`src/bwc_params.svh`:
```
// Offsets, field positions, reset values and fixed values of the bridge window and control registers
`ifndef BWC_PARAMS_SVH
`define BWC_PARAMS_SVH
`define BWC_OFF_PF_BOT_HI 12'h028
`define BWC_OFF_PF_TOP_HI 12'h02C
`define BWC_OFF_IO_HI 12'h030
`define BWC_OFF_CAP_PTR 12'h034
`define BWC_OFF_INT_CTRL 12'h03C
`define BWC_OFF_IRQ_STAT 12'h040
`define BWC_OFF_IRQ_MASK 12'h044
`define BWC_OFF_WIN_BASE 12'h048
`define BWC_OFF_WIN_LIMIT 12'h04C
`define BWC_CAP_PTR_VAL 8'hDC
`define BWC_INT_PIN_VAL 8'h00
`define BWC_INT_LINE_RST 8'h00
`define BWC_BIT_PAR_RESP 0
`define BWC_BIT_SERR_EN 1
`define BWC_BIT_ISA_EN 2
`define BWC_ISA_SPACE_TOP 32'h0000FFFF
`define BWC_ISA_ALIAS_MASK 10'h300
`endif

```
`src/bwc_pkg.sv`:
```
// Types shared by the bridge window and control register block
package bwc_pkg;
   // Bridge control bits held by this block
   typedef struct packed {
      logic isa_filter;
      logic serr_forward;
      logic parity_response;
   } bwc_ctrl_t;
   // Forwarding decision for one I/O address
   typedef struct packed {
      logic in_window;
      logic forward_down;
      logic forward_up;
   } bwc_io_dec_t;
   // Sticky event bits
   typedef struct packed {
      logic serr_seen;
      logic parity_seen;
   } bwc_evt_t;
endpackage

```
`src/bwc_io_decode.sv`:
```
// I/O window decoder with ISA alias filtering
`timescale 1ns/10ps
`include "bwc_params.svh"
module bwc_io_decode
(
   input wire logic [31:0] io_addr,
   input wire logic [31:0] io_bottom,
   input wire logic [31:0] io_top,
   input wire logic isa_filter,
   output bwc_pkg::bwc_io_dec_t dec
);
   import bwc_pkg::*;
   // Window hit, ISA range and alias test; the low 256 bytes of each 1KB stay forwardable
   wire in_window = (io_addr >= io_bottom) && (io_addr <= io_top);
   wire in_isa_space = io_addr <= `BWC_ISA_SPACE_TOP;
   wire in_alias = (io_addr[9:0] & `BWC_ISA_ALIAS_MASK) != 10'h000;
   wire blocked = isa_filter && in_window && in_isa_space && in_alias;
   assign dec.in_window = in_window;
   assign dec.forward_down = in_window && !blocked;
   assign dec.forward_up = blocked;
endmodule // bwc_io_decode

```
`src/bwc_regs.sv`:
```
// APB register bank for the prefetchable and I/O window high halves and bridge control
//
// Added by the designer: register access over APB.
`timescale 1ns/10ps
`include "bwc_params.svh"
////////////////////////////////////////////////////////////////////////////////
// How it works
// - A 32-bit read/write register at 28h holds bits 63:32 of the prefetchable window bottom and resets to zero.
// - A 32-bit read/write register at 2Ch holds bits 63:32 of the prefetchable window top and resets to zero.
// - The low half of 30h holds I/O window bottom bits 31:16, read/write, reset to zero, used for I/O decode.
// - The high half of 30h holds I/O window top bits 31:16, read/write, reset to zero, used for I/O decode.
// - The read-only capability pointer at 34h always reads DCh.
// - The interrupt line byte is read/write, and startup software is expected to write FFh into it.
// - The interrupt pin byte in bits 15:8 is read-only and reports no pin.
// - Control bit 16 ignores secondary parity errors when clear and detects and reports them when set.
// - Control bit 17 blocks secondary system error forwarding when clear and passes it when set.
// - ISA filtering touches only I/O addresses inside the window and within the first 64KB.
// - With filtering on, window addresses in the last 768 bytes of each 1KB are not sent down but sent up.
module bwc_regs
(
   input wire logic pclk,
   input wire logic presetn,
   input wire logic psel,
   input wire logic penable,
   input wire logic pwrite,
   input wire logic [11:0] paddr,
   input wire logic [31:0] pwdata,
   input wire logic [3:0] pstrb,
   output logic [31:0] prdata,
   output logic pready,
   output logic pslverr,
   input wire logic secondary_system_error_n,
   input wire logic secondary_parity_error,
   output logic primary_system_error,
   output logic parity_error_report,
   input wire logic [63:0] mem_addr,
   output logic mem_in_window,
   input wire logic [31:0] io_addr,
   output bwc_pkg::bwc_io_dec_t io_dec,
   output bwc_pkg::bwc_ctrl_t ctrl,
   output logic irq
);
   import bwc_pkg::*;

   ////////////////////////////////////////////////////////////////////////////////
   // Registers
   logic [31:0] pf_bot_hi_reg;
   logic [31:0] pf_top_hi_reg;
   logic [15:0] io_bot_hi_reg;
   logic [15:0] io_top_hi_reg;
   logic [7:0] int_line_reg;
   bwc_ctrl_t ctrl_reg;
   bwc_evt_t stat_reg;
   bwc_evt_t stat_next;
   bwc_evt_t mask_reg;
   logic [31:0] win_base_reg;
   logic [31:0] win_limit_reg;
   logic [2:0] serr_sync_reg;
   logic [2:0] perr_sync_reg;
   logic serr_level_reg;
   logic perr_level_reg;
   logic [31:0] prdata_reg;
   logic [31:0] rd_mux;
   logic mem_in_window_reg;
   bwc_io_dec_t io_dec_reg;
   bwc_io_dec_t io_dec_comb;

   ////////////////////////////////////////////////////////////////////////////////
   // APB decode: every access finishes in its first access cycle
   wire wr_en = psel && penable && pwrite;
   wire sel_pf_bot = paddr == `BWC_OFF_PF_BOT_HI;
   wire sel_pf_top = paddr == `BWC_OFF_PF_TOP_HI;
   wire sel_io = paddr == `BWC_OFF_IO_HI;
   wire sel_cap = paddr == `BWC_OFF_CAP_PTR;
   wire sel_int = paddr == `BWC_OFF_INT_CTRL;
   wire sel_stat = paddr == `BWC_OFF_IRQ_STAT;
   wire sel_mask = paddr == `BWC_OFF_IRQ_MASK;
   wire sel_base = paddr == `BWC_OFF_WIN_BASE;
   wire sel_limit = paddr == `BWC_OFF_WIN_LIMIT;
   wire mapped = sel_pf_bot | sel_pf_top | sel_io | sel_cap | sel_int | sel_stat | sel_mask | sel_base | sel_limit;
   assign pready = 1'b1;
   assign pslverr = psel && penable && !mapped;

   // Byte-lane merge so a partial write keeps the other lanes
   function automatic logic [31:0] merge(input logic [31:0] old, input logic [31:0] wd, input logic [3:0] be);
      logic [31:0] r;
      r = old;
      for (int i = 0; i < 4; i++)
      begin
         if (be[i])
            r[i*8 +: 8] = wd[i*8 +: 8];
      end
      return r;
   endfunction

   wire [31:0] pf_bot_wr = merge(pf_bot_hi_reg, pwdata, pstrb);
   wire [31:0] pf_top_wr = merge(pf_top_hi_reg, pwdata, pstrb);
   wire [31:0] io_wr = merge({io_top_hi_reg, io_bot_hi_reg}, pwdata, pstrb);
   wire [31:0] base_wr = merge(win_base_reg, pwdata, pstrb);
   wire [31:0] limit_wr = merge(win_limit_reg, pwdata, pstrb);

   ////////////////////////////////////////////////////////////////////////////////
   // Window high halves
   always_ff @(posedge pclk or negedge presetn)
   begin
      if (!presetn)
      begin
         pf_bot_hi_reg <= 32'h00000000;
         pf_top_hi_reg <= 32'h00000000;
         io_bot_hi_reg <= 16'h0000;
         io_top_hi_reg <= 16'h0000;
      end
      else
      begin
         if (wr_en && sel_pf_bot)
            pf_bot_hi_reg <= pf_bot_wr;
         if (wr_en && sel_pf_top)
            pf_top_hi_reg <= pf_top_wr;
         if (wr_en && sel_io)
         begin
            io_bot_hi_reg <= io_wr[15:0];
            io_top_hi_reg <= io_wr[31:16];
         end
      end
   end

   // Low-half window bounds: stand-ins for the neighbouring base/limit registers
   always_ff @(posedge pclk or negedge presetn)
   begin
      if (!presetn)
      begin
         win_base_reg <= 32'h00000000;
         win_limit_reg <= 32'h00000000;
      end
      else
      begin
         if (wr_en && sel_base)
            win_base_reg <= base_wr;
         if (wr_en && sel_limit)
            win_limit_reg <= limit_wr;
      end
   end

   // Interrupt line byte and bridge control bits; pin and pointer bytes have no storage
   always_ff @(posedge pclk or negedge presetn)
   begin
      if (!presetn)
      begin
         int_line_reg <= `BWC_INT_LINE_RST;
         ctrl_reg <= '0;
      end
      else if (wr_en && sel_int)
      begin
         if (pstrb[0])
            int_line_reg <= pwdata[7:0];
         if (pstrb[2])
            ctrl_reg <= pwdata[18:16];
      end
   end
   assign ctrl = ctrl_reg;

   ////////////////////////////////////////////////////////////////////////////////
   // Pin synchronisers: three stages, a change counts once stages two and three agree
   always_ff @(posedge pclk or negedge presetn)
   begin
      if (!presetn)
      begin
         serr_sync_reg <= 3'h7;
         perr_sync_reg <= 3'h0;
         serr_level_reg <= 1'b0;
         perr_level_reg <= 1'b0;
      end
      else
      begin
         serr_sync_reg <= {serr_sync_reg[1:0], secondary_system_error_n};
         perr_sync_reg <= {perr_sync_reg[1:0], secondary_parity_error};
         if (serr_sync_reg[1] == serr_sync_reg[2])
            serr_level_reg <= !serr_sync_reg[2];
         if (perr_sync_reg[1] == perr_sync_reg[2])
            perr_level_reg <= perr_sync_reg[2];
      end
   end

   // Error gating: forwarding and reporting follow the control bits
   assign primary_system_error = serr_level_reg && ctrl_reg.serr_forward;
   assign parity_error_report = perr_level_reg && ctrl_reg.parity_response;

   ////////////////////////////////////////////////////////////////////////////////
   // Sticky status, write one to clear; a new event wins over a clear in the same cycle
   wire clr_stat = wr_en && sel_stat && pstrb[0];
   always_comb
   begin
      stat_next = stat_reg;
      if (clr_stat)
         stat_next = stat_reg & ~bwc_evt_t'(pwdata[1:0]);
      if (parity_error_report)
         stat_next.parity_seen = 1'b1;
      if (primary_system_error)
         stat_next.serr_seen = 1'b1;
   end

   always_ff @(posedge pclk or negedge presetn)
   begin
      if (!presetn)
      begin
         stat_reg <= '0;
         mask_reg <= '0;
      end
      else
      begin
         stat_reg <= stat_next;
         if (wr_en && sel_mask && pstrb[0])
            mask_reg <= pwdata[1:0];
      end
   end
   assign irq = |(stat_reg & mask_reg);

   ////////////////////////////////////////////////////////////////////////////////
   // Decoders: 64-bit prefetchable compare and the I/O window
   wire [63:0] pf_bottom = {pf_bot_hi_reg, win_base_reg};
   wire [63:0] pf_top = {pf_top_hi_reg, win_limit_reg};
   wire mem_hit = (mem_addr >= pf_bottom) && (mem_addr <= pf_top);
   wire [31:0] io_bottom = {io_bot_hi_reg, win_base_reg[15:0]};
   wire [31:0] io_top = {io_top_hi_reg, win_limit_reg[15:0]};

   bwc_io_decode u_io_decode
   (
      .io_addr(io_addr),
      .io_bottom(io_bottom),
      .io_top(io_top),
      .isa_filter(ctrl_reg.isa_filter),
      .dec(io_dec_comb)
   );

   // Decisions leave through flip-flops so the forwarding logic sees clean levels, at one cycle of latency
   always_ff @(posedge pclk or negedge presetn)
   begin
      if (!presetn)
      begin
         mem_in_window_reg <= 1'b0;
         io_dec_reg <= '0;
      end
      else
      begin
         mem_in_window_reg <= mem_hit;
         io_dec_reg <= io_dec_comb;
      end
   end
   assign mem_in_window = mem_in_window_reg;
   assign io_dec = io_dec_reg;

   ////////////////////////////////////////////////////////////////////////////////
   // Read mux; read-only bytes come from constants
   wire [31:0] int_word = {13'h0000, ctrl_reg, `BWC_INT_PIN_VAL, int_line_reg};
   always_comb
   begin
      rd_mux = 32'h00000000;
      if (sel_pf_bot)
         rd_mux = pf_bot_hi_reg;
      else if (sel_pf_top)
         rd_mux = pf_top_hi_reg;
      else if (sel_io)
         rd_mux = {io_top_hi_reg, io_bot_hi_reg};
      else if (sel_cap)
         rd_mux = {24'h000000, `BWC_CAP_PTR_VAL};
      else if (sel_int)
         rd_mux = int_word;
      else if (sel_stat)
         rd_mux = {30'h00000000, stat_reg};
      else if (sel_mask)
         rd_mux = {30'h00000000, mask_reg};
      else if (sel_base)
         rd_mux = win_base_reg;
      else if (sel_limit)
         rd_mux = win_limit_reg;
   end

   // Read data is captured in the setup cycle and stands through the access cycle
   always_ff @(posedge pclk or negedge presetn)
   begin
      if (!presetn)
         prdata_reg <= 32'h00000000;
      else if (psel && !penable)
         prdata_reg <= rd_mux;
   end
   assign prdata = prdata_reg;

   ////////////////////////////////////////////////////////////////////////////////
   // Assertions
   a_pf_bot_write: assert property (@(posedge pclk) disable iff (!presetn)
      (wr_en && sel_pf_bot && pstrb == 4'hF) |=> pf_bot_hi_reg == $past(pwdata))
      else $error("prefetch bottom high not written");
   a_pf_top_write: assert property (@(posedge pclk) disable iff (!presetn)
      (wr_en && sel_pf_top && pstrb == 4'hF) |=> pf_top_hi_reg == $past(pwdata))
      else $error("prefetch top high not written");
   a_io_low_half: assert property (@(posedge pclk) disable iff (!presetn)
      (wr_en && sel_io && pstrb == 4'h3) |=> io_bot_hi_reg == $past(pwdata[15:0]) && $stable(io_top_hi_reg))
      else $error("io bottom lane write wrong");
   a_io_high_half: assert property (@(posedge pclk) disable iff (!presetn)
      (wr_en && sel_io && pstrb == 4'hC) |=> io_top_hi_reg == $past(pwdata[31:16]) && $stable(io_bot_hi_reg))
      else $error("io top lane write wrong");
   a_cap_fixed: assert property (@(posedge pclk) disable iff (!presetn)
      (psel && penable && sel_cap) |-> prdata == 32'h000000DC)
      else $error("capability pointer not DC");
   a_int_line: assert property (@(posedge pclk) disable iff (!presetn)
      (wr_en && sel_int && pstrb[0]) |=> int_line_reg == $past(pwdata[7:0]))
      else $error("interrupt line not written");
   a_pin_zero: assert property (@(posedge pclk) disable iff (!presetn)
      (psel && penable && sel_int) |-> prdata[15:8] == 8'h00)
      else $error("interrupt pin not zero");
   a_parity_gate: assert property (@(posedge pclk) disable iff (!presetn)
      !ctrl_reg.parity_response |-> !parity_error_report)
      else $error("parity reported while ignored");
   a_serr_pass: assert property (@(posedge pclk) disable iff (!presetn)
      (!secondary_system_error_n [*4]) ##1 ctrl_reg.serr_forward
      |-> primary_system_error)
      else $error("system error not forwarded");
   a_isa_scope: assert property (@(posedge pclk) disable iff (!presetn)
      (io_addr > 32'h0000FFFF || !io_dec_comb.in_window) |-> !io_dec_comb.forward_up)
      else $error("isa filter outside its scope");
   a_isa_block: assert property (@(posedge pclk) disable iff (!presetn)
      (ctrl_reg.isa_filter && io_dec_comb.in_window && io_addr < 32'h00010000 && io_addr[9:8] != 2'b00)
      |-> io_dec_comb.forward_up && !io_dec_comb.forward_down)
      else $error("isa alias not redirected");
   a_mem_window: assert property (@(posedge pclk) disable iff (!presetn)
      (mem_addr == pf_bottom || mem_addr == pf_top) && pf_bottom <= pf_top |-> mem_hit)
      else $error("window bound not inclusive");
   a_ro_ignored: assert property (@(posedge pclk) disable iff (!presetn)
      (wr_en && sel_int && pstrb == 4'h2) |=> $stable(int_line_reg) && $stable(ctrl_reg))
      else $error("read-only byte write had effect");
   a_sticky_set: assert property (@(posedge pclk) disable iff (!presetn)
      primary_system_error |=> stat_reg.serr_seen)
      else $error("status not set");

   c_isa_redirect: cover property (@(posedge pclk) disable iff (!presetn) io_dec.forward_up);
   c_mem_hit: cover property (@(posedge pclk) disable iff (!presetn) mem_in_window && pf_top_hi_reg != 32'h0);
   c_irq_raised: cover property (@(posedge pclk) disable iff (!presetn) $rose(irq));
   c_serr_forward: cover property (@(posedge pclk) disable iff (!presetn) primary_system_error);
endmodule // bwc_regs

```
`config.mk`:
```
export PLATFORM = sky130hd
export DESIGN_NAME = bwc_regs
export DESIGN_NICKNAME = d
export VERILOG_FILES = /design/src/bwc_pkg.sv /design/src/bwc_io_decode.sv /design/src/bwc_regs.sv
export VERILOG_INCLUDE_DIRS = /design/src
export SDC_FILE = /design/constraint.sdc
export NUM_CORES = 1
export LEC_CHECK = 0
export BUFFER_PORTS_ARGS = -buffer_cell sky130_fd_sc_hd__buf_4
export CELL_PAD_IN_SITES_DETAIL_PLACEMENT = 0
export CELL_PAD_IN_SITES_GLOBAL_PLACEMENT = 1
export CORE_MARGIN = 4
export CORE_UTILIZATION = 41
export DETAILED_ROUTE_END_ITERATION = 7
export PLACE_DENSITY = 0.75
export SLEW_MARGIN = 10
export SYNTH_ARGS = -nofsm -noshare
export SYNTH_HDL_FRONTEND = slang
export SYNTH_SLANG_ARGS = --single-unit
```
`constraint.sdc`:
```
create_clock -name pclk -period 1.93 [get_ports pclk]
set_input_delay 0.0965 -clock pclk [delete_from_list [all_inputs] [get_ports pclk]]
set_output_delay 0.0965 -clock pclk [all_outputs]
set_load 0.005 [all_outputs]
```
==> out/results.md, run 1 <==
| Metric | Value | Unit |
| --- | --- | --- |
| Failing checks | setup timing | - |
| Setup repair after global routing missed its margin | yes | - |
| Total clock sinks | 219 | - |
| Total of buffers placed on input and output ports | 193 | - |
| Final hold vios | 0 | - |
| Total instance count after detailed placement | 2264 | - |
| Cell family contributing the most delay on the critical path | compound AO/OA/AOI/OAI gates | - |
| Full die area | 37400 | µm² |
| Routed length on met3 | 2780 | µm |
| F_max | 0.455 | GHz |
| Horizontal die dimension | 193 | µm |
| GRT Resource Usage Total | 23.9 | % |
| Arrival time reported for the critical path endpoint | 2610 | ps |
| Stage delay of the slowest cell on the critical path | 400 | ps |
| Total length of routed met2 wires | 21700 | µm |
| Via density per instance | 5.31 | - |
| Min-delay worst type | in2reg | - |
| Worst vdd ir | 0.580 | mV |
| Setup slack after layout | -269 | ps |
| Post-Layout Inst Area | 20000 | µm² |
| Detailed-route wire length | 46200 | µm |
| Reg2Reg Setup Slack | -270 | ps |
| Register area share after synthesis | 38.9 | % |
| Uppermost metal layer occupied by signal nets | met5 | - |
| CTS Buf Count | 27 | - |
| Syn avg cell area | 10.2 | µm² |
| Worst Clk Skew | 6.57 | ps |
| Final Max Tran Viols | 0 | - |
| Slowest stage cell, crit path | dfrtp_1 | - |
| Synthesized Nets | 1727 | - |
| Element type at the critical path end | flip-flop | - |
| Critical R2R Launch | io_bot_hi_reg[1] | - |
| Die Ht | 193 | µm |
| First-pass GRT wire length | 72400 | µm |
| Register bit total from synthesis | 219 | - |
| TritonCTS clock tree | done | - |
| Gp weighted congestion | 0.908 | - |
| Std-Cell Core Area | 33700 | µm² |
| Proportion of synthesized flip-flops having asynchronous set or reset | 100 | % |
| Worst-case clock buffer depth | 3 | - |
| Total number of vias | 12.5k | - |
| Number of synthesized flops with an enable pin | 0 | - |
| Start point of the worst min-delay path | pstrb[2] | - |
| Depth of the CTS H-tree | 1 | - |
| Status | complete, but fails checks | - |
| Worst-case headroom to the max-slew limit | 60.2 | % |
| Placed wire-length estimate | 36300 | µm |
| Post-Route M1 WL | 20300 | µm |
| Fraction of the cycle the final worst path needs | 114 | % |
| Initial standard-cell utilization of the core | 41.9 | % |
| Routed wirelength normalized by instance count | 19.6 | µm |
| Fraction of final layout cells with drive strength greater than 1 | 37.9 | % |
| Source-to-sink clock delay at the later pin of the worst-skew pair | 530 | ps |
| Clock transition at path regs | 60 | ps |
| Largest net degree at the start of global routing | 50 | - |
| Total DRC errors in the routed layout | 0 | - |
| Antenna cell count | 0 | - |
| DRT antenna net count | 0 | - |
| Area delta synth->final | 41.7 | % |
| Crit-path max FO | 3 | - |
| Number of distinct standard cells referenced by the synthesized netlist | 68 | - |
| Violation count after the first detailed-route iteration | 743 | - |
| Count of warnings emitted by yosys | 0 | - |
| Transition time at the pin with the least slew margin | 591 | ps |
| Total congestion overflow after global routing | 0 | - |
| Number of buffer and inverter instances along the worst setup path | 1 | - |
| Total power density per cell area | 585 | nW/µm² |
| Ports placed on the boundary | 195 | - |
| Root buf cell | clkbuf_16 | - |
| Floorplan row count | 67 | - |
| Required time of the critical path | 2340 | ps |
| Initial antenna violation count | 2 | - |
| Via count of the first global-routing pass | 13.2k | - |
| Worst hold slack | 32.6 | ps |
| Lkg Pwr | 9.87 | nW |
| Area of the mapped netlist | 14100 | µm² |
| DR pass1 iterations | 8 | - |
| Area after detailed placement | 18200 | µm² |
| Setup-violating endpoint count in the final report | 5 | - |
| Post-synth top flop | dfrtp_1 | - |
| Critical register-to-register path endpoint | io_dec[0] | - |
| Number of standard cells in the layout, taps in and fillers out | 2360 | - |
| Cell type with the highest occurrence count on the critical path | a21o_1 | - |
| Critical path startpoint category | flip-flop | - |
| Max-cap violations | 0 | - |
| Final Critical Period | 2200 | ps |
| Final-stage net count | 2235 | - |
| Hold Path Sink | win_limit_reg[17] | - |
| Hold Path Cell Cnt | 3 | - |
| Critical Setup Path Class | reg2reg | - |
| List of cells traversed by the critical path | inv_2 -> ha_4 -> a21o_1 -> a21o_1 -> a2111oi_4 -> nor4_4 -> a2111oi_2 -> nand3_1 -> nor4bb_2 | - |
| Reg2Reg Depth | 9 | - |
| Gate count after technology mapping | 1384 | - |
==> metal layers <==
| metal | GRT usage, % | up-vias |
|---|---|---|
| li1 | - | 6073 |
| met2 | 40.0 | 371 |
| met4 | 6.37 | 2 |
| met5 | 0 | - |
| met3 | 3.83 | 74 |
| met1 | 32.5 | 6007 |
==> logic make-up (layout without fill, tap and decap cells) <==
| family | Yosys count | after routing | share of synthesized area, % |
|---|---|---|---|
| AO/OA/AOI/OAI | 333 | 333 | 16.1 |
| adder cells (fa/ha/maj) | 193 | 193 | 17.1 |
| buffers and inverters | 209 | 737 | 6.16 |
| flip-flops | 219 | 219 | 38.9 |
| multiplexers | 132 | 132 | 10.6 |
| other | 1 | 1 | 0.0266 |
| AND/OR/NAND/NOR | 297 | 297 | 11.2 |
==> cell usage after synthesis (18+ instances only) <==
cell / count / area share, %
inv_1: 168 / 4.5
a211oi_1: 22 / 1.2
nor3_1: 19 / 0.67
mux2_2: 114 / 9.1
ha_1: 192 / 17
a21oi_1: 82 / 2.9
a21o_1: 39 / 2.1
nand2_1: 114 / 3.0
nand4_1: 34 / 1.5
nand3_1: 18 / 0.64
o21ai_0: 96 / 3.4
nor2_1: 40 / 1.1
a222oi_1: 22 / 1.6
dfrtp_1: 216 / 38
==> worst min-delay path, stage by stage <==
cell     delay [ps]
buf_4           140
nand3_4         140
mux2_1          150
==> layout by cell type, fill, tap and decap left out, types with 5 or more instances in the layout <==
master,instances
nor3_1,13
ha_1,187
nand2_1,113
nor2_1,40
clkbuf_8,5
mux2_2,114
o21ai_0,89
clkinv_2,5
nand3_1,17
nand2_2,5
a222oi_1,22
clkbuf_16,27
nand2b_1,5
dfrtp_1,216
nand4_1,34
o21ai_1,7
dlygate4sd3_1,44
mux2i_1,6
bufinv_16,7
nor3_2,6
a22o_1,5
a21oi_2,7
inv_1,164
a211oi_1,20
a21o_1,39
buf_12,17
buf_4,457
a22oi_1,9
a21oi_1,74
mux2_1,11
a221oi_2,18
nor2b_1,8
ha_4,5
==> through the flow <==
step                setup TNS [ps]  power (mW)  setup WS, ps  utilization (%)
global placement            -35110        5.85          -378             54.0
finish                       -1040        11.7          -269             59.3
global route                 -1560        12.1          -362             59.3
CTS                          -1240        11.8          -298             58.7
detailed placement          -37780        5.88          -477             54.0
floorplan                     -440        5.12          -162                -
==> power by group <==
group	total, mW	switching (mW)	internal, mW	leakage (nW)
registers	4.62	0.0110	4.61	2.79
logic	1.30	0.679	0.617	6.59
clock network	5.77	2.08	3.68	0.496
total	11.7	2.77	8.91	9.87
==> final cells by class <==
type / count / area (µm²)
fillers: 2917 / 13700
multi-input cells: 956 / 8050
flip-flops and latches: 219 / 5480
repair buffers: 520 / 4240
clock buffers: 32 / 744
inverters: 168 / 631
well taps: 448 / 561
clock inverters: 17 / 275
==> what timing repair did <==
action / in CTS / in global routing
endpoints found under the hold margin: 395 / 0
buffers inserted: 1 / 4
resized for setup: 26 / 36
setup endpoints to repair: 5 / 7
pin swaps: 17 / 24
gates cloned: 0 / 0
hold buffers: 44 / 0
==> how the worst max path moves through the flow <==
stage                     startpoint         to  slack, ps  cells past startpoint
floorplan           io_bot_hi_reg[1]  io_dec[2]       -160                      9
global placement     win_base_reg[2]  io_dec[2]       -380                      9
detailed placement   win_base_reg[5]  io_dec[2]       -480                      8
CTS                 io_bot_hi_reg[1]  io_dec[0]       -300                      9
global route        io_bot_hi_reg[1]  io_dec[0]       -360                      9
finish              io_bot_hi_reg[1]  io_dec[0]       -270                      9
Power figures use the tool's default switching activity.
==> inputs of run 2 (changes only) <==
--- a/config.mk
+++ b/config.mk
@@ -10,9 +10,9 @@
 export CELL_PAD_IN_SITES_DETAIL_PLACEMENT = 0
 export CELL_PAD_IN_SITES_GLOBAL_PLACEMENT = 1
 export CORE_MARGIN = 4
-export CORE_UTILIZATION = 41
+export CORE_UTILIZATION = 23
 export DETAILED_ROUTE_END_ITERATION = 7
-export PLACE_DENSITY = 0.75
+export PLACE_DENSITY = 0.46
 export SLEW_MARGIN = 10
 export SYNTH_ARGS = -nofsm -noshare
 export SYNTH_HDL_FRONTEND = slang
==> out/results.md, run 2 (synthesis gave the netlist of run 1 again) <==
| Metric | Value | Unit | Change |
| --- | --- | --- | --- |
| Status | complete, but fails checks | - |  |
| Area delta synth->final | 48.9 | % |  |
| Min-delay worst type | in2async | - |  |
| Detailed-route wire length | 55100 | µm | +19% |
| DRT antenna net count | 0 | - | unchanged |
| Total number of vias | 12.8k | - | +1.8% |
| Gp weighted congestion | 0.841 | - | -7.4% |
| Routed wirelength normalized by instance count | 19.9 | µm | +1.9% |
| Stage delay of the slowest cell on the critical path | 390 | ps | about the same |
| Failing checks | setup timing | - |  |
| Worst-case headroom to the max-slew limit | 52.8 | % | -7.4 points |
| Lkg Pwr | 10.2 | nW | +3.3% |
| Critical Setup Path Class | reg2reg | - |  |
| Element type at the critical path end | flip-flop | - |  |
| Area after detailed placement | 19000 | µm² | +4.6% |
| Violation count after the first detailed-route iteration | 747 | - | +0.54% |
| Most frequent cells in the layout | 521 x buf_4, 215 x dfrtp_1, 183 x ha_1 | - |  |
| Setup repair after global routing missed its margin | yes | - |  |
| DR pass1 iterations | 5 | - | -3 |
| Worst Clk Skew | 14.4 | ps | +7.81 ps |
| Transition time at the pin with the least slew margin | 708 | ps | +117 ps |
| Via density per instance | 4.61 | - | -13% |
| Total of buffers placed on input and output ports | 193 | - | unchanged |
| Initial standard-cell utilization of the core | 23.3 | % | -19 points |
| Fraction of final layout cells with drive strength greater than 1 | 41.0 | % | +3.0 points |
| Reg2Reg Setup Slack | -280 | ps | about the same |
| Std-Cell Core Area | 60600 | µm² | +80% |
| Critical path startpoint category | flip-flop | - |  |
| F_max | 0.452 | GHz | -0.57% |
| Final Critical Period | 2210 | ps | +12.6 ps |
| Max-cap violations | 0 | - | unchanged |
| Worst vdd ir | 0.659 | mV | +14% |
| Fraction of the cycle the final worst path needs | 115 | % | +0.65 points |
| Full die area | 65400 | µm² | +75% |
| Total power density per cell area | 552 | nW/µm² | -5.6% |
| Setup-violating endpoint count in the final report | 4 | - | -1 |
| Root buf cell | clkbuf_16 | - |  |
| Slowest stage cell, crit path | dfrtp_1 | - |  |
| Depth of the CTS H-tree | 1 | - | unchanged |
| Ports placed on the boundary | 195 | - | unchanged |
| CTS Buf Count | 29 | - | +7.4% |
| Via count of the first global-routing pass | 13.3k | - | +0.65% |
| Placed wire-length estimate | 44300 | µm | +22% |
| Worst-case clock buffer depth | 3 | - | unchanged |
| Crit-path max FO | 3 | - | unchanged |
| Arrival time reported for the critical path endpoint | 2660 | ps | +50 ps |
| Post-Layout Inst Area | 21000 | µm² | +5.1% |
| Final hold vios | 0 | - | unchanged |
| Final Max Tran Viols | 0 | - | unchanged |
| Worst slack after detailed placement | -733 | ps | -256 ps |
| Die Ht | 256 | µm | +32% |
| Initial antenna violation count | 3 | - | +1 |
| Total DRC errors in the routed layout | 0 | - | unchanged |
| Worst hold slack | 40.5 | ps | +7.85 ps |
| Leading cell type in the layout, fill and taps excluded | buf_4 | - |  |
| Setup Total Neg Slack | -1000 | ps | +41.1 ps |
| Horizontal die dimension | 256 | µm | +32% |
| Required time of the critical path | 2380 | ps | +40 ps |
| Final-stage net count | 2305 | - | +3.1% |
| Largest net degree at the start of global routing | 52 | - | +4.0% |
| List of cells traversed by the critical path | inv_2 -> ha_4 -> a21o_1 -> a21o_1 -> a2111oi_4 -> nor4_4 -> a2111oi_4 -> nand3_2 -> nor4bb_2 | - |  |
| Total clock sinks | 219 | - | unchanged |
| TritonCTS clock tree | done | - |  |
| GRT Resource Usage Total | 16.4 | % | -7.5 points |
| Setup slack after layout | -281 | ps | -12.6 ps |
| Clock transition at path regs | 60 | ps | about the same |
| Total congestion overflow after global routing | 0 | - | unchanged |
| First-pass GRT wire length | 82800 | µm | +14% |
| Floorplan row count | 90 | - | +34% |
| Source-to-sink clock delay at the later pin of the worst-skew pair | 560 | ps | +30 ps |
run 2: cell count changes in the layout (fill, tap and decap cells not counted), moves of 3 or more:
cell | before | now
a21oi_2 | 7 | 10
buf_4 | 457 | 521
bufinv_16 | 7 | 2
clkbuf_1 | 0 | 4
clkbuf_8 | 5 | 8
dlygate4sd3_1 | 44 | 48
ha_1 | 187 | 183
ha_4 | 5 | 8
inv_1 | 164 | 157
inv_2 | 4 | 11
o21ai_0 | 89 | 85
o21ai_2 | 0 | 4
run 2: final timing paths:
kind	startpoint	to	cells past startpoint
worst max register to register	io_bot_hi_reg[1]	io_dec[0]	9
worst min register to register	perr_sync_reg[0]	perr_sync_reg[1]	0
worst min-delay path	presetn	prdata[30]	2
max in group asynchronous	presetn	serr_sync_reg[1]	3
min in group pclk	io_addr[19]	io_dec[0]	5
worst max-delay path	io_bot_hi_reg[1]	io_dec[0]	9
run 2: critical path: cells and delay by family (launching register included):
kind            cells  cell delay (ps)
flops               1              390
fa+ha+maj           1              200
simple gates        3              450
compound gates      4              960
buf+inv             1               90
run 2: metal layers:
layer	routed length [µm]	up-vias	global-route usage, %
li1	-	6218	-
met1	26100	6202	23.1
met3	2290	56	2.27
met4	1300	2	3.44
met5	13	-	0
met2	25400	278	26.9
run 2: layout make-up:
class                           count  area, µm²
Tap cell                          782        978
Inverter                          168        631
Clock inverter                     13        128
Clock buffer                       41        851
Antenna cell                        1       2.50
Sequential cell                   219       5490
Fill cell                        6208      39600
Multi-Input combinational cell    956       8190
Timing Repair Buffer              588       4750
run 2: timing repair:
item | 4_1_cts | 5_1_grt
endpoints found under the hold margin | 395 | 0
endpoints found under the setup margin | 4 | 4
buffers inserted | 11 | 2
pin swaps | 36 | 11
hold buffers | 48 | 0
gates resized for setup | 74 | 20
run 2: through the flow:
| step | instances | util, % | power, mW |
|---|---|---|---|
| 2_1_floorplan | 1384 | - | 5.12 |
| 3_3_place_gp | 2654 | 31.4 | 5.98 |
| 3_5_place_dp | 2654 | 31.4 | 5.99 |
| 4_1_cts | 2766 | 34.5 | 11.8 |
| 5_1_grt | 2767 | 34.7 | 12.1 |
| 6_report | 2768 | 34.7 | 11.6 |
run 2: where the power goes:
part / total [mW] / leakage, nW / switching [mW] / internal, mW
Combinational: 1.42 / 6.93 / 0.751 / 0.670
Clock: 5.56 / 0.484 / 2.23 / 3.33
Sequential: 4.62 / 2.78 / 0.0115 / 4.61
==> inputs of run 3 (changes only) <==
--- a/config.mk
+++ b/config.mk
@@ -6,13 +6,16 @@
 export SDC_FILE = /design/constraint.sdc
 export NUM_CORES = 1
 export LEC_CHECK = 0
+export ABC_AREA = 1
 export BUFFER_PORTS_ARGS = -buffer_cell sky130_fd_sc_hd__buf_4
 export CELL_PAD_IN_SITES_DETAIL_PLACEMENT = 0
 export CELL_PAD_IN_SITES_GLOBAL_PLACEMENT = 1
 export CORE_MARGIN = 4
 export CORE_UTILIZATION = 23
 export DETAILED_ROUTE_END_ITERATION = 7
-export PLACE_DENSITY = 0.46
+export PLACE_DENSITY = 0.48
+export REMOVE_ABC_BUFFERS = 1
+export SKIP_LAST_GASP = 1
 export SLEW_MARGIN = 10
 export SYNTH_ARGS = -nofsm -noshare
 export SYNTH_HDL_FRONTEND = slang
==> out/results.md, run 3 <==
| Metric | Value | Unit | Change |
| --- | --- | --- | --- |
| F_max | 0.541 | GHz | +20% |
| Total DRC errors in the routed layout | 0 | - | unchanged |
| Setup repair after global routing missed its margin | yes | - |  |
| Total of buffers placed on input and output ports | 193 | - | unchanged |
| Ports placed on the boundary | 195 | - | unchanged |
| Worst vdd ir | 0.600 | mV | -8.9% |
| Reg2Reg Depth | 13 | - | +4 |
| Leading cell type by number of instances after synthesis | nand2_1 | - |  |
| Max-cap violations | 0 | - | unchanged |
| Min-delay worst type | in2reg | - |  |
| Critical R2R Launch | win_base_reg[31] | - |  |
| DRT antenna net count | 0 | - | unchanged |
| Slowest stage cell, crit path | dfrtp_1 | - |  |
| Initial antenna violation count | 6 | - | +3 |
| Reg2Reg Setup Slack | 80 | ps | +360 ps |
| Transition time at the pin with the least slew margin | 503 | ps | -205 ps |
| Area after detailed placement | 17200 | µm² | -9.5% |
| Share of power burned in registers | 40.8 | % | +0.9 points |
| Setup slack after layout | 82.6 | ps | +364 ps |
| Area fraction of the dominant cell type after synthesis | 37.7 | % | -0.64 points |
| Number of synthesized flops with an enable pin | 0 | - | unchanged |
| Placed wire-length estimate | 43700 | µm | -1.3% |
| Routed wirelength normalized by instance count | 18.7 | µm | -6.2% |
| Final-stage net count | 2445 | - | +6.1% |
| Leading cell type in the layout, fill and taps excluded | nand2_1 | - |  |
| Setup Total Neg Slack | 0 | ps | +1000 ps |
| Critical Setup Path Class | reg2reg | - |  |
| Lkg Pwr | 8.62 | nW | -15% |
| Hold Path Sink | pf_bot_hi_reg[25] | - |  |
| Post-Layout Inst Area | 18900 | µm² | -10% |
| Source-to-sink clock delay at the later pin of the worst-skew pair | 560 | ps | about the same |
| Area contributors post-synth | dfrtp_1 38%, ha_1 17%, nand2_1 11%, inv_1 6.6%, o21ai_0 5.9% | - |  |
| Fraction of power spent switching nets | 26.2 | % | +0.37 points |
| Initial standard-cell utilization of the core | 23.3 | % | -0.035 points |
| Portion of total power attributed to the clock network | 47.1 | % | -0.8 points |
| First-pass GRT wire length | 83200 | µm | +0.48% |
| Post-synth top flop | dfrtp_1 | - |  |
| CTS Buf Count | 29 | - | unchanged |
| Switching component of the power | 2.98 | mW | -0.31% |
| Detailed-route wire length | 55300 | µm | +0.25% |
| End-of-flow core utilization | 30.6 | % | -4.0 points |
| Gp weighted congestion | 0.843 | - | +0.27% |
| Proportion of synthesized flip-flops having asynchronous set or reset | 100 | % | unchanged |
| Post-synthesis cell type with the largest combined area | dfrtp_1 | - |  |
| Hold Path Cell Cnt | 3 | - |  |
| Violation count after the first detailed-route iteration | 611 | - | -18% |
| Clock transition at path regs | 60 | ps | about the same |
| Gate count after technology mapping | 1807 | - | +31% |
| TritonCTS clock tree | done | - |  |
| Full die area | 66400 | µm² | +1.7% |
| Via count of the first global-routing pass | 13.2k | - | -0.69% |
| Via density per instance | 4.38 | - | -4.9% |
| Cell Int Power | 8.42 | mW | -2.2% |
| Required time of the critical path | 2440 | ps | +60 ps |
| Depth of the CTS H-tree | 1 | - | unchanged |
| Root buf cell | clkbuf_16 | - |  |
| GRT Resource Usage Total | 16.4 | % | -0.019 points |
| Std-Cell Core Area | 61700 | µm² | +1.9% |
| Worst hold slack | 25.6 | ps | -14.9 ps |
| Critical path startpoint category | flip-flop | - |  |
| List of cells traversed by the critical path | inv_1 -> ha_1 -> nand2_1 -> nor2_4 -> nor3b_4 -> buf_4 -> and3_4 -> nand2_1 -> nand2_1 -> nand2_1 -> nand3_1 -> nand2_1 -> inv_1 | - |  |
| Area of the mapped netlist | 14300 | µm² | +1.7% |
| Portion of total power attributed to combinational logic | 12.1 | % | about the same |
| Horizontal die dimension | 258 | µm | +0.83% |
| Worst Clk Skew | 11.7 | ps | -2.68 ps |
| Final Critical Period | 1850 | ps | -364 ps |
| Worst-case clock buffer depth | 3 | - | unchanged |
| Element type at the critical path end | flip-flop | - |  |
| Critical register-to-register path endpoint | mem_in_window | - |  |
| Worst-case headroom to the max-slew limit | 66.4 | % | +14 points |
| Count of warnings emitted by yosys | 0 | - | unchanged |
| Most frequent cells in the layout | 407 x nand2_1, 261 x buf_4, 245 x inv_1 | - |  |
| Register area share after synthesis | 38.2 | % | -0.65 points |
| Final hold vios | 0 | - | unchanged |
| Total congestion overflow after global routing | 0 | - | unchanged |
| Total power density per cell area | 603 | nW/µm² | +9.2% |
| Fraction of the cycle the final worst path needs | 95.7 | % | -19 points |
| Total number of vias | 13.0k | - | +1.7% |
| Fraction of final layout cells with drive strength greater than 1 | 19.5 | % | -21 points |
| Syn avg cell area | 7.94 | µm² | -22% |
| Total clock sinks | 219 | - | unchanged |
| Worst slack after detailed placement | -198 | ps | +535 ps |
| Floorplan row count | 91 | - | +1.1% |
| Cell type with the highest occurrence count on the critical path | nand2_1 | - |  |
| Status | finished clean | - |  |
| Largest net degree at the start of global routing | 50 | - | -3.8% |
| Launching instance or port of the critical path | win_base_reg[31] | - |  |
| Die Ht | 258 | µm | +0.83% |
| Final Max Tran Viols | 0 | - | unchanged |
| Number of distinct standard cells referenced by the synthesized netlist | 44 | - | -35% |
| Stage delay of the slowest cell on the critical path | 350 | ps | -40 ps |
| Setup-violating endpoint count in the final report | 0 | - | -4 |
| Arrival time reported for the critical path endpoint | 2350 | ps | -310 ps |
| Synth top cells by count | 416 x nand2_1, 251 x inv_1, 216 x dfrtp_1 | - |  |
| Register bit total from synthesis | 219 | - | unchanged |
| Start point of the worst min-delay path | pstrb[3] | - |  |
| Area delta synth->final | 31.8 | % |  |
| DR pass1 iterations | 5 | - | unchanged |
| Crit-path max FO | 2 | - | -1 |
| Filler Cell Count | 6724 | - | +8.3% |
## run 3: through the flow
stage / instances / total power [mW]
6_report: 2959 / 11.4
5_1_grt: 2958 / 12.0
4_1_cts: 2949 / 11.6
3_5_place_dp: 2856 / 6.04
3_3_place_gp: 2856 / 6.03
2_1_floorplan: 1756 / 5.25
## run 3: logic make-up (layout without fill, tap and decap cells)
family	after synthesis	after routing	share of synthesized area, %
buf+inv	306	620	8.55
compound gates	452	452	17.0
flops	219	219	38.2
other cells	1	2	0.0261
simple gates	636	636	19.4
fa+ha+maj	193	193	16.8
## run 3: power by group through the flow
stage	logic [mW]	registers (mW)	clock network [mW]
2_1_floorplan	0.531	4.72	0
3_3_place_gp	1.29	4.74	0
3_5_place_dp	1.30	4.74	0
4_1_cts	1.38	4.66	5.56
5_1_grt	1.58	4.66	5.75
6_report	1.38	4.65	5.37
## run 3: layer usage
metal / share of wire, % / track usage (%)
met4: 1.9 / 3.20
met2: 46 / 26.9
met1: 48 / 22.9
met5: 0.099 / 0
met3: 4.0 / 2.76
## run 3: final cells by class
| cell class | instances | area (µm²) | share of cell area [%] |
|---|---|---|---|
| multi-input combinational | 1282 | 7900 | 41.8 |
| sequential | 219 | 5480 | 29.0 |
| timing repair buffer | 315 | 2600 | 13.7 |
| tap | 837 | 1050 | 5.54 |
| inverter | 255 | 958 | 5.07 |
| clock buffer | 42 | 825 | 4.36 |
| clock inverter | 8 | 93.8 | 0.496 |
| antenna | 1 | 2.50 | 0.0132 |
## run 3: worst max-delay path: cells and delay by family, from the launching register on
kind	cells	cell delay (ps)
simple gates	9	910
flops	1	350
fa+ha+maj	1	290
buf+inv	3	240
## run 3: worst max path at each step
| stage | end | slack (ps) | depth (start not counted) |
|---|---|---|---|
| after global placement | mem_in_window | -250 | 13 |
| after CTS | mem_in_window | -50 | 12 |
| after floorplan | prdata[10] | -260 | 5 |
| after global routing | mem_in_window | -70 | 11 |
| after detailed placement | mem_in_window | -200 | 13 |
| final | mem_in_window | 80 | 13 |
## run 3: what timing repair did
| action | in CTS | in global routing |
|---|---|---|
| resized for setup | 7 | 59 |
| hold buffers | 43 | 0 |
| endpoints found under the setup margin | 4 | 9 |
| setup buffers | 0 | 9 |
| pin swaps | 0 | 20 |
| endpoints found under the hold margin | 382 | 0 |
